$ cat src/servo_pkg.sv
// Constants, register map and mode codes for the servo smoothing and torque limit block.
// Assumes a single 25 MHz clock and the plain register port of the top module.
package servo_pkg;

  // ----------------------------------------------------------------
  // Register map
  // ----------------------------------------------------------------
  localparam logic [7:0] ADDR_WINDOW_PEND = 8'h00;
  localparam logic [7:0] ADDR_WINDOW_ACT = 8'h04;
  localparam logic [7:0] ADDR_RESET_MODE = 8'h08;
  localparam logic [7:0] ADDR_CEIL_FIRST = 8'h0C;
  localparam logic [7:0] ADDR_CEIL_SECOND = 8'h10;
  localparam logic [7:0] ADDR_CEIL_SELECT = 8'h14;
  localparam logic [7:0] ADDR_DEVIATION = 8'h18;
  localparam logic [7:0] ADDR_STATUS = 8'h1C;

  // ----------------------------------------------------------------
  // Field widths, limits and reset values
  // ----------------------------------------------------------------
  localparam int WINDOW_W = 5;
  localparam int PCT_W = 10;
  localparam logic [WINDOW_W-1:0] WINDOW_RESET = 5'h00;
  localparam logic [PCT_W-1:0] CEIL_RESET = 10'h1F4;
  localparam logic [PCT_W-1:0] CEIL_RANGE_MAX = 10'h1F4;
  localparam logic [PCT_W-1:0] PCT_FULL = 10'h064;
  localparam logic [PCT_W-1:0] OVERLOAD_PCT = 10'h12C;

  typedef enum logic [1:0] {
    MODE_HOLD = 2'b00,
    MODE_EDGE = 2'b01,
    MODE_OFF = 2'b10
  } reset_mode_type;

  // ----------------------------------------------------------------
  // Timing
  // ----------------------------------------------------------------
  localparam int CLK_HZ = 25000000;
  localparam int CLR_MIN_US = 100;
  localparam int CLR_MIN_CYCLES = (CLR_MIN_US * (CLK_HZ / 1000000));

endpackage : servo_pkg

$ cat src/avg_if.sv
// Carrier between the top module and its moving-average stage.
// Assumes both ends run on the same clock.
`timescale 1ns/1ps
interface avg_if #(parameter int DW = 16, parameter int NW = 5);
  logic sample_valid;
  logic signed [DW-1:0] sample;
  logic [NW-1:0] window;
  logic reload;
  logic signed [DW-1:0] average;
  logic average_valid;
  modport master (output sample_valid, output sample, output window, output reload,
                  input average, input average_valid);
  modport filter (input sample_valid, input sample, input window, input reload,
                  output average, output average_valid);
endinterface : avg_if

$ cat src/moving_average.sv
// Moving-average stage over window + 1 most recent command samples.
// Assumes the window only changes together with reload, which empties the history.
`timescale 1ns/1ps
module moving_average #(
  parameter int DW = 16,
  parameter int NW = 5
) (
  // Clock and reset
  input wire logic ref_clk,
  input wire logic rst_b,
  // Stream
  avg_if.filter port
);
  localparam int DEPTH = 1 << NW;
  localparam int SW = DW + NW + 1;

  logic signed [DW-1:0] hist_reg [DEPTH];
  logic signed [SW-1:0] sum_reg;
  logic signed [SW-1:0] sum_next;
  logic signed [DW-1:0] average_reg;
  logic average_valid_reg;

  // ----------------------------------------------------------------
  // Running sum: add newest, drop the one leaving the window
  // ----------------------------------------------------------------
  always_comb begin
    sum_next = sum_reg + SW'(port.sample) - SW'(hist_reg[port.window]);
  end

  always_ff @(posedge ref_clk or negedge rst_b) begin
    if (!rst_b) begin
      for (int i = 0; i < DEPTH; i++) begin
        hist_reg[i] <= '0;
      end
      sum_reg <= '0;
    end else if (port.reload) begin
      for (int i = 0; i < DEPTH; i++) begin
        hist_reg[i] <= '0;
      end
      sum_reg <= '0;
    end else if (port.sample_valid) begin
      hist_reg[0] <= port.sample;
      for (int i = 1; i < DEPTH; i++) begin
        hist_reg[i] <= hist_reg[i-1];
      end
      sum_reg <= sum_next;
    end
  end

  // Divider is costly but runs once per sample; window is small
  always_ff @(posedge ref_clk or negedge rst_b) begin
    if (!rst_b) begin
      average_reg <= '0;
      average_valid_reg <= 1'b0;
    end else begin
      average_valid_reg <= port.sample_valid && !port.reload;
      if (port.sample_valid && !port.reload) begin
        average_reg <= DW'(sum_next / $signed({1'b0, SW'(port.window) + SW'(1)}));
      end
    end
  end

  assign port.average = average_reg;
  assign port.average_valid = average_valid_reg;

endmodule : moving_average

$ cat src/servo_smoothing_torque_limit.sv
// Top of the command smoothing, deviation counter and torque ceiling block.
// Assumes command and feedback deltas come from same-clock logic; the clear input is a pin.
//
// The address map and the strobed register port were decided locally.
`timescale 1ns/1ps
module servo_smoothing_torque_limit
  import servo_pkg::*;
#(
  parameter int CMD_W = 16,
  parameter int DEV_W = 32,
  parameter int TQ_W = 16,
  parameter int CLR_CYCLES = CLR_MIN_CYCLES,
  parameter logic [TQ_W-1:0] RATED_TORQUE = 16'h1000,
  parameter logic [PCT_W-1:0] MAX_TORQUE_PCT = OVERLOAD_PCT
) (
  // Clock and reset
  input wire logic ref_clk,
  input wire logic rst_b,
  // Control power-on event
  input wire logic power_on_pulse,
  // Register port
  input wire logic [7:0] reg_addr,
  input wire logic [31:0] reg_wdata,
  input wire logic reg_wr,
  input wire logic reg_rd,
  output logic [31:0] reg_rdata,
  // Position command and feedback
  input wire logic cmd_valid,
  input wire logic signed [CMD_W-1:0] cmd_delta,
  input wire logic fb_valid,
  input wire logic signed [CMD_W-1:0] fb_delta,
  output logic signed [CMD_W-1:0] smooth_cmd,
  output logic smooth_valid,
  output logic signed [DEV_W-1:0] deviation,
  // Deviation clear pin
  input wire logic deviation_reset_input,
  // Torque path
  input wire logic signed [TQ_W-1:0] torque_cmd,
  output logic signed [TQ_W-1:0] torque_out,
  output logic torque_limited
);

  localparam int CNT_W = $clog2(CLR_CYCLES + 1);
  localparam logic [CNT_W-1:0] CLR_DONE = CNT_W'(CLR_CYCLES);
  localparam int LIM_W = TQ_W + PCT_W;

  logic [WINDOW_W-1:0] window_pend_reg;
  logic [WINDOW_W-1:0] window_act_reg;
  reset_mode_type reset_mode_reg;
  logic [PCT_W-1:0] first_torque_ceiling_reg;
  logic [PCT_W-1:0] second_torque_ceiling_reg;
  logic torque_ceiling_select_reg;
  logic refused_reg;
  logic [31:0] rdata_reg;

  logic clr_meta_reg;
  logic clr_sync_reg;
  logic clr_prev_reg;
  logic [CNT_W-1:0] clr_cnt_reg;
  logic clr_qualified;
  logic clear_dev;
  logic signed [DEV_W-1:0] deviation_reg;

  logic [PCT_W-1:0] ceiling_pct;
  logic [LIM_W-1:0] limit_wide;
  logic signed [TQ_W:0] limit_pos;
  logic signed [TQ_W-1:0] torque_out_reg;
  logic torque_limited_reg;

  logic wr_bad_ceiling;
  logic wr_first;
  logic wr_second;
  logic wr_mode;

  avg_if #(.DW(CMD_W), .NW(WINDOW_W)) avg ();

  // ----------------------------------------------------------------
  // Register writes
  // ----------------------------------------------------------------
  assign wr_bad_ceiling = (reg_wdata > 32'(CEIL_RANGE_MAX)) ||
                          (reg_wdata > 32'(MAX_TORQUE_PCT));
  assign wr_first = reg_wr && (reg_addr == ADDR_CEIL_FIRST);
  assign wr_second = reg_wr && (reg_addr == ADDR_CEIL_SECOND);
  assign wr_mode = reg_wr && (reg_addr == ADDR_RESET_MODE);

  always_ff @(posedge ref_clk or negedge rst_b) begin
    if (!rst_b) begin
      window_pend_reg <= WINDOW_RESET;
    end else if (reg_wr && (reg_addr == ADDR_WINDOW_PEND)) begin
      window_pend_reg <= reg_wdata[WINDOW_W-1:0];
    end
  end

  // Stored setting only reaches the filter at power-on
  always_ff @(posedge ref_clk or negedge rst_b) begin
    if (!rst_b) begin
      window_act_reg <= WINDOW_RESET;
    end else if (power_on_pulse) begin
      window_act_reg <= window_pend_reg;
    end
  end

  // Codes above the last mode are dropped rather than aliased
  always_ff @(posedge ref_clk or negedge rst_b) begin
    if (!rst_b) begin
      reset_mode_reg <= MODE_EDGE;
    end else if (wr_mode && (reg_wdata <= 32'(MODE_OFF))) begin
      reset_mode_reg <= reset_mode_type'(reg_wdata[1:0]);
    end
  end

  always_ff @(posedge ref_clk or negedge rst_b) begin
    if (!rst_b) begin
      first_torque_ceiling_reg <= CEIL_RESET;
      second_torque_ceiling_reg <= CEIL_RESET;
    end else begin
      if (wr_first && !wr_bad_ceiling) begin
        first_torque_ceiling_reg <= reg_wdata[PCT_W-1:0];
      end
      if (wr_second && !wr_bad_ceiling) begin
        second_torque_ceiling_reg <= reg_wdata[PCT_W-1:0];
      end
    end
  end

  always_ff @(posedge ref_clk or negedge rst_b) begin
    if (!rst_b) begin
      torque_ceiling_select_reg <= 1'b0;
    end else if (reg_wr && (reg_addr == ADDR_CEIL_SELECT)) begin
      torque_ceiling_select_reg <= reg_wdata[0];
    end
  end

  // Sticky refusal flag; writing the status register clears it
  always_ff @(posedge ref_clk or negedge rst_b) begin
    if (!rst_b) begin
      refused_reg <= 1'b0;
    end else if ((wr_first || wr_second) && wr_bad_ceiling) begin
      refused_reg <= 1'b1;
    end else if (wr_mode && (reg_wdata > 32'(MODE_OFF))) begin
      refused_reg <= 1'b1;
    end else if (reg_wr && (reg_addr == ADDR_STATUS)) begin
      refused_reg <= 1'b0;
    end
  end

  // ----------------------------------------------------------------
  // Register reads
  // ----------------------------------------------------------------
  always_ff @(posedge ref_clk or negedge rst_b) begin
    if (!rst_b) begin
      rdata_reg <= '0;
    end else if (reg_rd) begin
      unique case (reg_addr)
        ADDR_WINDOW_PEND: rdata_reg <= 32'(window_pend_reg);
        ADDR_WINDOW_ACT: rdata_reg <= 32'(window_act_reg);
        ADDR_RESET_MODE: rdata_reg <= 32'(reset_mode_reg);
        ADDR_CEIL_FIRST: rdata_reg <= 32'(first_torque_ceiling_reg);
        ADDR_CEIL_SECOND: rdata_reg <= 32'(second_torque_ceiling_reg);
        ADDR_CEIL_SELECT: rdata_reg <= 32'(torque_ceiling_select_reg);
        ADDR_DEVIATION: rdata_reg <= 32'(deviation_reg);
        ADDR_STATUS: rdata_reg <= {29'h0, clr_sync_reg, torque_limited_reg, refused_reg};
        default: rdata_reg <= '0;
      endcase
    end else begin
      rdata_reg <= '0;
    end
  end

  assign reg_rdata = rdata_reg;

  // ----------------------------------------------------------------
  // Command smoothing
  // ----------------------------------------------------------------
  assign avg.sample_valid = cmd_valid;
  assign avg.sample = cmd_delta;
  assign avg.window = window_act_reg;
  assign avg.reload = power_on_pulse;

  moving_average #(.DW(CMD_W), .NW(WINDOW_W)) u_avg (
    .ref_clk(ref_clk),
    .rst_b(rst_b),
    .port(avg.filter)
  );

  assign smooth_cmd = avg.average;
  assign smooth_valid = avg.average_valid;

  // ----------------------------------------------------------------
  // Deviation clear input
  // ----------------------------------------------------------------
  always_ff @(posedge ref_clk or negedge rst_b) begin
    if (!rst_b) begin
      clr_meta_reg <= 1'b0;
      clr_sync_reg <= 1'b0;
      clr_prev_reg <= 1'b0;
    end else begin
      clr_meta_reg <= deviation_reset_input;
      clr_sync_reg <= clr_meta_reg;
      clr_prev_reg <= clr_sync_reg;
    end
  end

  // Width counter saturates; shorter pulses are treated as noise
  always_ff @(posedge ref_clk or negedge rst_b) begin
    if (!rst_b) begin
      clr_cnt_reg <= '0;
    end else if (!clr_sync_reg) begin
      clr_cnt_reg <= '0;
    end else if (clr_cnt_reg != CLR_DONE) begin
      clr_cnt_reg <= clr_cnt_reg + CNT_W'(1);
    end
  end

  assign clr_qualified = (clr_cnt_reg == CLR_DONE);

  always_comb begin
    unique case (reset_mode_reg)
      MODE_HOLD: clear_dev = clr_qualified;
      MODE_EDGE: clear_dev = clr_prev_reg && !clr_sync_reg && clr_qualified;
      MODE_OFF: clear_dev = 1'b0;
      default: clear_dev = 1'b0;
    endcase
  end

  // ----------------------------------------------------------------
  // Deviation counter
  // ----------------------------------------------------------------
  always_ff @(posedge ref_clk or negedge rst_b) begin
    if (!rst_b) begin
      deviation_reg <= '0;
    end else if (clear_dev) begin
      deviation_reg <= '0;
    end else begin
      deviation_reg <= deviation_reg
        + (smooth_valid ? DEV_W'(smooth_cmd) : DEV_W'(0))
        - (fb_valid ? DEV_W'(fb_delta) : DEV_W'(0));
    end
  end

  assign deviation = deviation_reg;

  // ----------------------------------------------------------------
  // Torque ceiling
  // ----------------------------------------------------------------
  always_comb begin
    ceiling_pct = torque_ceiling_select_reg ? second_torque_ceiling_reg
                                            : first_torque_ceiling_reg;
    if (ceiling_pct > MAX_TORQUE_PCT) begin
      ceiling_pct = MAX_TORQUE_PCT;
    end
    limit_wide = (LIM_W'(RATED_TORQUE) * LIM_W'(ceiling_pct)) / LIM_W'(PCT_FULL);
    if (limit_wide > LIM_W'({1'b0, {(TQ_W-1){1'b1}}})) begin
      limit_pos = (TQ_W+1)'({1'b0, {(TQ_W-1){1'b1}}});
    end else begin
      limit_pos = (TQ_W+1)'(limit_wide);
    end
  end

  // Same magnitude on both sides of zero
  always_ff @(posedge ref_clk or negedge rst_b) begin
    if (!rst_b) begin
      torque_out_reg <= '0;
      torque_limited_reg <= 1'b0;
    end else if ((TQ_W+1)'(torque_cmd) > limit_pos) begin
      torque_out_reg <= TQ_W'(limit_pos);
      torque_limited_reg <= 1'b1;
    end else if ((TQ_W+1)'(torque_cmd) < -limit_pos) begin
      torque_out_reg <= TQ_W'(-limit_pos);
      torque_limited_reg <= 1'b1;
    end else begin
      torque_out_reg <= torque_cmd;
      torque_limited_reg <= 1'b0;
    end
  end

  assign torque_out = torque_out_reg;
  assign torque_limited = torque_limited_reg;

endmodule : servo_smoothing_torque_limit

$ cat config.mk
export PLATFORM = sky130hd
export DESIGN_NAME = servo_smoothing_torque_limit
export DESIGN_NICKNAME = d
export VERILOG_FILES = /design/src/servo_pkg.sv /design/src/avg_if.sv /design/src/moving_average.sv /design/src/servo_smoothing_torque_limit.sv
export SDC_FILE = /design/constraint.sdc
export NUM_CORES = 2
export LEC_CHECK = 0
export ABC_CLOCK_PERIOD_IN_PS = 78200
export BUFFER_PORTS_ARGS = -buffer_cell sky130_fd_sc_hd__buf_2
export CAP_MARGIN = 5
export CORE_MARGIN = 2
export CORE_UTILIZATION = 61
export CTS_CLUSTER_SIZE = 40
export DETAILED_ROUTE_END_ITERATION = 10
export MAX_ROUTING_LAYER = met4
export PLACE_DENSITY = 0.85
export SYNTH_ARGS = -nofsm -noshare
export SYNTH_HDL_FRONTEND = slang
export SYNTH_SLANG_ARGS = --single-unit
$ cat constraint.sdc
create_clock -name ref_clk -period 78.2 [get_ports ref_clk]
set_input_delay 15.64 -clock ref_clk [delete_from_list [all_inputs] [get_ports ref_clk]]
set_output_delay 15.64 -clock ref_clk [all_outputs]
set_load 0.02 [all_outputs]
==> flow_metrics.py <==
metrics = {
    "floorplan": {
        "placementRows": 105,
        "dieArea_sq_um": 85600,
        "fp.coreArea_sq_um": 82200,
        "dieHeight_um": 293,
        "ios": 194,
        "start_util": 0.618,
        "dieWidth_um": 293,
    },
    "sta": {
        "setup_tns_ns": 0,
        "maxSlewHeadroom": 0.243,
        "hold_viol_final": 0,
        "period_needed_ns": 73.22,
        "fin_hold_ws_ns": 0.347,
        "rsz0062_at_grt": "false",
        "finalCritPeriodShare": 0.936,
        "setup_viol": 0,
        "fmax_mhz": 13.7,
        "tightest_slew_ns": 1.13,
        "slew_violations": 0,
        "fin_worst_skew_ns": 0.0282,
    },
    "place": {
        "dp_hpwl_mm": 94.3,
        "place_inst": 6371,
        "gp_congestion": 1.07,
        "numPortBuffers": 193,
    },
    "cells_and_area": {
        "fin_nets": 5760,
        "finalNonFillerCells": 6509,
        "fill_cells": 6118,
        "layout-drive-gt1-share": 0.142,
        "syn2layout_area_growth_pct": 8.40,
        "largest_register_ffs": 512,
        "fin_util": 0.670,
    },
    "yosys": {
        "synthFlopType": "dfrtp_1",
        "synth_cell_type_count": 136,
        "synth_seq_cells": 681,
        "synthCells": 5321,
        "netlist_area_sq_um": 50800,
        "synth_seq_area_share": 0.336,
        "synth_edf_count": 0,
        "async_flop_share": 1.00,
        "syn_avg_cell_area_sq_um": 9.55,
        "yosys_warnings": 0,
    },
    "critical_path": {
        "startpoint": "cmd_delta[4]",
        "critPathMostFrequentCell": "o21a_1",
        "slowest_stage": "o311ai_2",
        "cp.arrival_ns": 73.73,
        "crit_type": "in -> reg",
        "critPathCaptureType": "flop",
        "r2r_cells": 271,
        "setup.worst_path.start_class": "input port",
        "path_max_fanout": 15,
        "reg2reg_slack_ns": 16.49,
        "required_ns": 78.71,
        "r2r-start": "avg.window[0]",
        "cpPeakStageDelay_ns": 0.59,
        "crit_end": "u_avg.port.average[10]",
        "rr_endpoint": "u_avg.port.average[10]",
    },
    "clock_tree": {
        "clk_path_buf_depth": 3,
        "clk_pin_slew_ns": 0.07,
        "cts_tree": "built",
        "root_buffer": "clkbuf_16",
        "clock-sinks": 681,
        "clock_latency_ns": 0.64,
        "cts_made_buffers": 73,
        "htree_levels": 3,
    },
    "grt": {
        "grt_start_max_net_pins": 212,
        "antenna_found_initial": 2,
        "grt_pass1_wl_mm": 219,
        "grt_usage": 0.323,
        "grt_pass1_vias": 41300,
        "grt_overflow": 0,
    },
    "flow_run": {
        "cap_viol_max_count": 0,
    },
    "drt": {
        "wl_mm": 135,
        "drt_iter0_drc": 3587,
        "wl_per_cell_um": 20.8,
        "vias": 41900,
        "viasPerCell": 6.44,
        "drc": 0,
        "drt-pass1-iter-count": 7,
        "postRouteAntennaNets": 0,
    },
    "outcome": {
        "status": "completed",
    },
    "hold_path": {
        "hp-class": "reg -> reg",
        "holdPathStages": 0,
    },
}
[worst max-delay path, delay by kind of cell]
| family | cells | cell delay (ns) |
|---|---|---|
| multiplexers | 4 | 1.12 |
| AND/OR/NAND/NOR | 91 | 18.73 |
| adder cells (fa/ha/maj) | 25 | 7.64 |
| XOR/XNOR | 1 | 0.15 |
| buffers and inverters | 15 | 1.14 |
| AO/OA/AOI/OAI | 131 | 29.20 |
[layout make-up]
type                            count  area, sq um  share of cell area
Clock inverter                     27          335             0.00609
Clock buffer                      104         2100              0.0382
Sequential cell                   681        17100               0.310
Tap cell                         1070         1340              0.0243
Multi-Input combinational cell   4107        31800               0.578
Antenna cell                        4         10.0            0.000182
Timing Repair Buffer              236         1340              0.0244
Inverter                          280         1050              0.0191
[cells in the final DEF, fill, tap and decap left out, types with 162 or more instances in the layout]
| cell | instances |
|---|---|
| mux4_2 | 162 |
| nand2_1 | 272 |
| inv_1 | 272 |
| ha_1 | 233 |
| dfrtp_1 | 663 |
| nor2_1 | 813 |
| mux2i_1 | 590 |
| o21ai_0 | 165 |
| a21oi_1 | 213 |
| buf_2 | 190 |
[layer usage]
metal	part of all wire	GRT usage	vias to the layer above
met2	0.48	0.518	1425
li1	-	-	19300
met4	0.044	0.136	0
met5	0	-	-
met1	0.41	0.416	20800
met3	0.058	0.0426	358
[kinds of logic after synthesis]
group / Yosys count / share of synthesized area
mux: 834 / 0.206
compound gates: 997 / 0.137
simple gates: 1787 / 0.167
fa+ha+maj: 291 / 0.0790
xor+xnor: 194 / 0.0336
flops: 681 / 0.336
other cells: 2 / 0.000148
buf+inv: 535 / 0.0412
[Yosys cell counts, types with 30 or more instances]
master      n  area (sq um)
a21o_1     51           383
a31oi_1    31           194
nand4_1    39           244
xnor2_1   143          1250
o21bai_1   33           248
clkbuf_1  136           510
o21ai_0   166           831
inv_1     272          1020
fa_1       52          1040
mux2_2     75           845
nor4_1     36           225
xor2_1     50           438
or3_1      31           194
nand2_1   275          1030
o21a_1     81           608
nor3_1    132           661
buf_1      85           319
o21ai_1    30           150
o31ai_1    37           278
or2_2      35           219
a211oi_1   43           323
nand2b_1   39           244
ha_1      233          2920
o211ai_1   38           285
and2_1     86           538
nand3_1   105           526
dfrtp_1   668         16700
nor2b_1    41           257
a21oi_1   217          1090
and3_1     46           288
mux2i_1   590          5910
nor2_1    815          3060
mux4_2    162          3650
[how the worst min path moves through the flow]
stage                       from            to  slack [ns]
floorplan           clr_meta_reg  clr_sync_reg        0.33
global placement    clr_meta_reg  clr_sync_reg        0.34
detailed placement  clr_meta_reg  clr_sync_reg        0.34
CTS                 clr_meta_reg  clr_sync_reg        0.35
global route        clr_meta_reg  clr_sync_reg        0.35
finish              clr_meta_reg  clr_sync_reg        0.35
[through the flow]
step,cell area (sq um),setup slack [ns]
after floorplan,50800,10.17
after global placement,52500,4.38
after detailed placement,52500,2.24
after CTS,55000,2.58
after global routing,55100,0.0972
final,55100,4.98
[timing repair]
action                                  4_1_cts  5_1_grt
buffers inserted                              0        3
hold buffers                                  0        0
endpoints found under the setup margin        0       16
gates resized for setup                       0       29
Power is not shown: default switching activity piles up to over one toggle a cycle in this logic, so the estimate is an artifact.
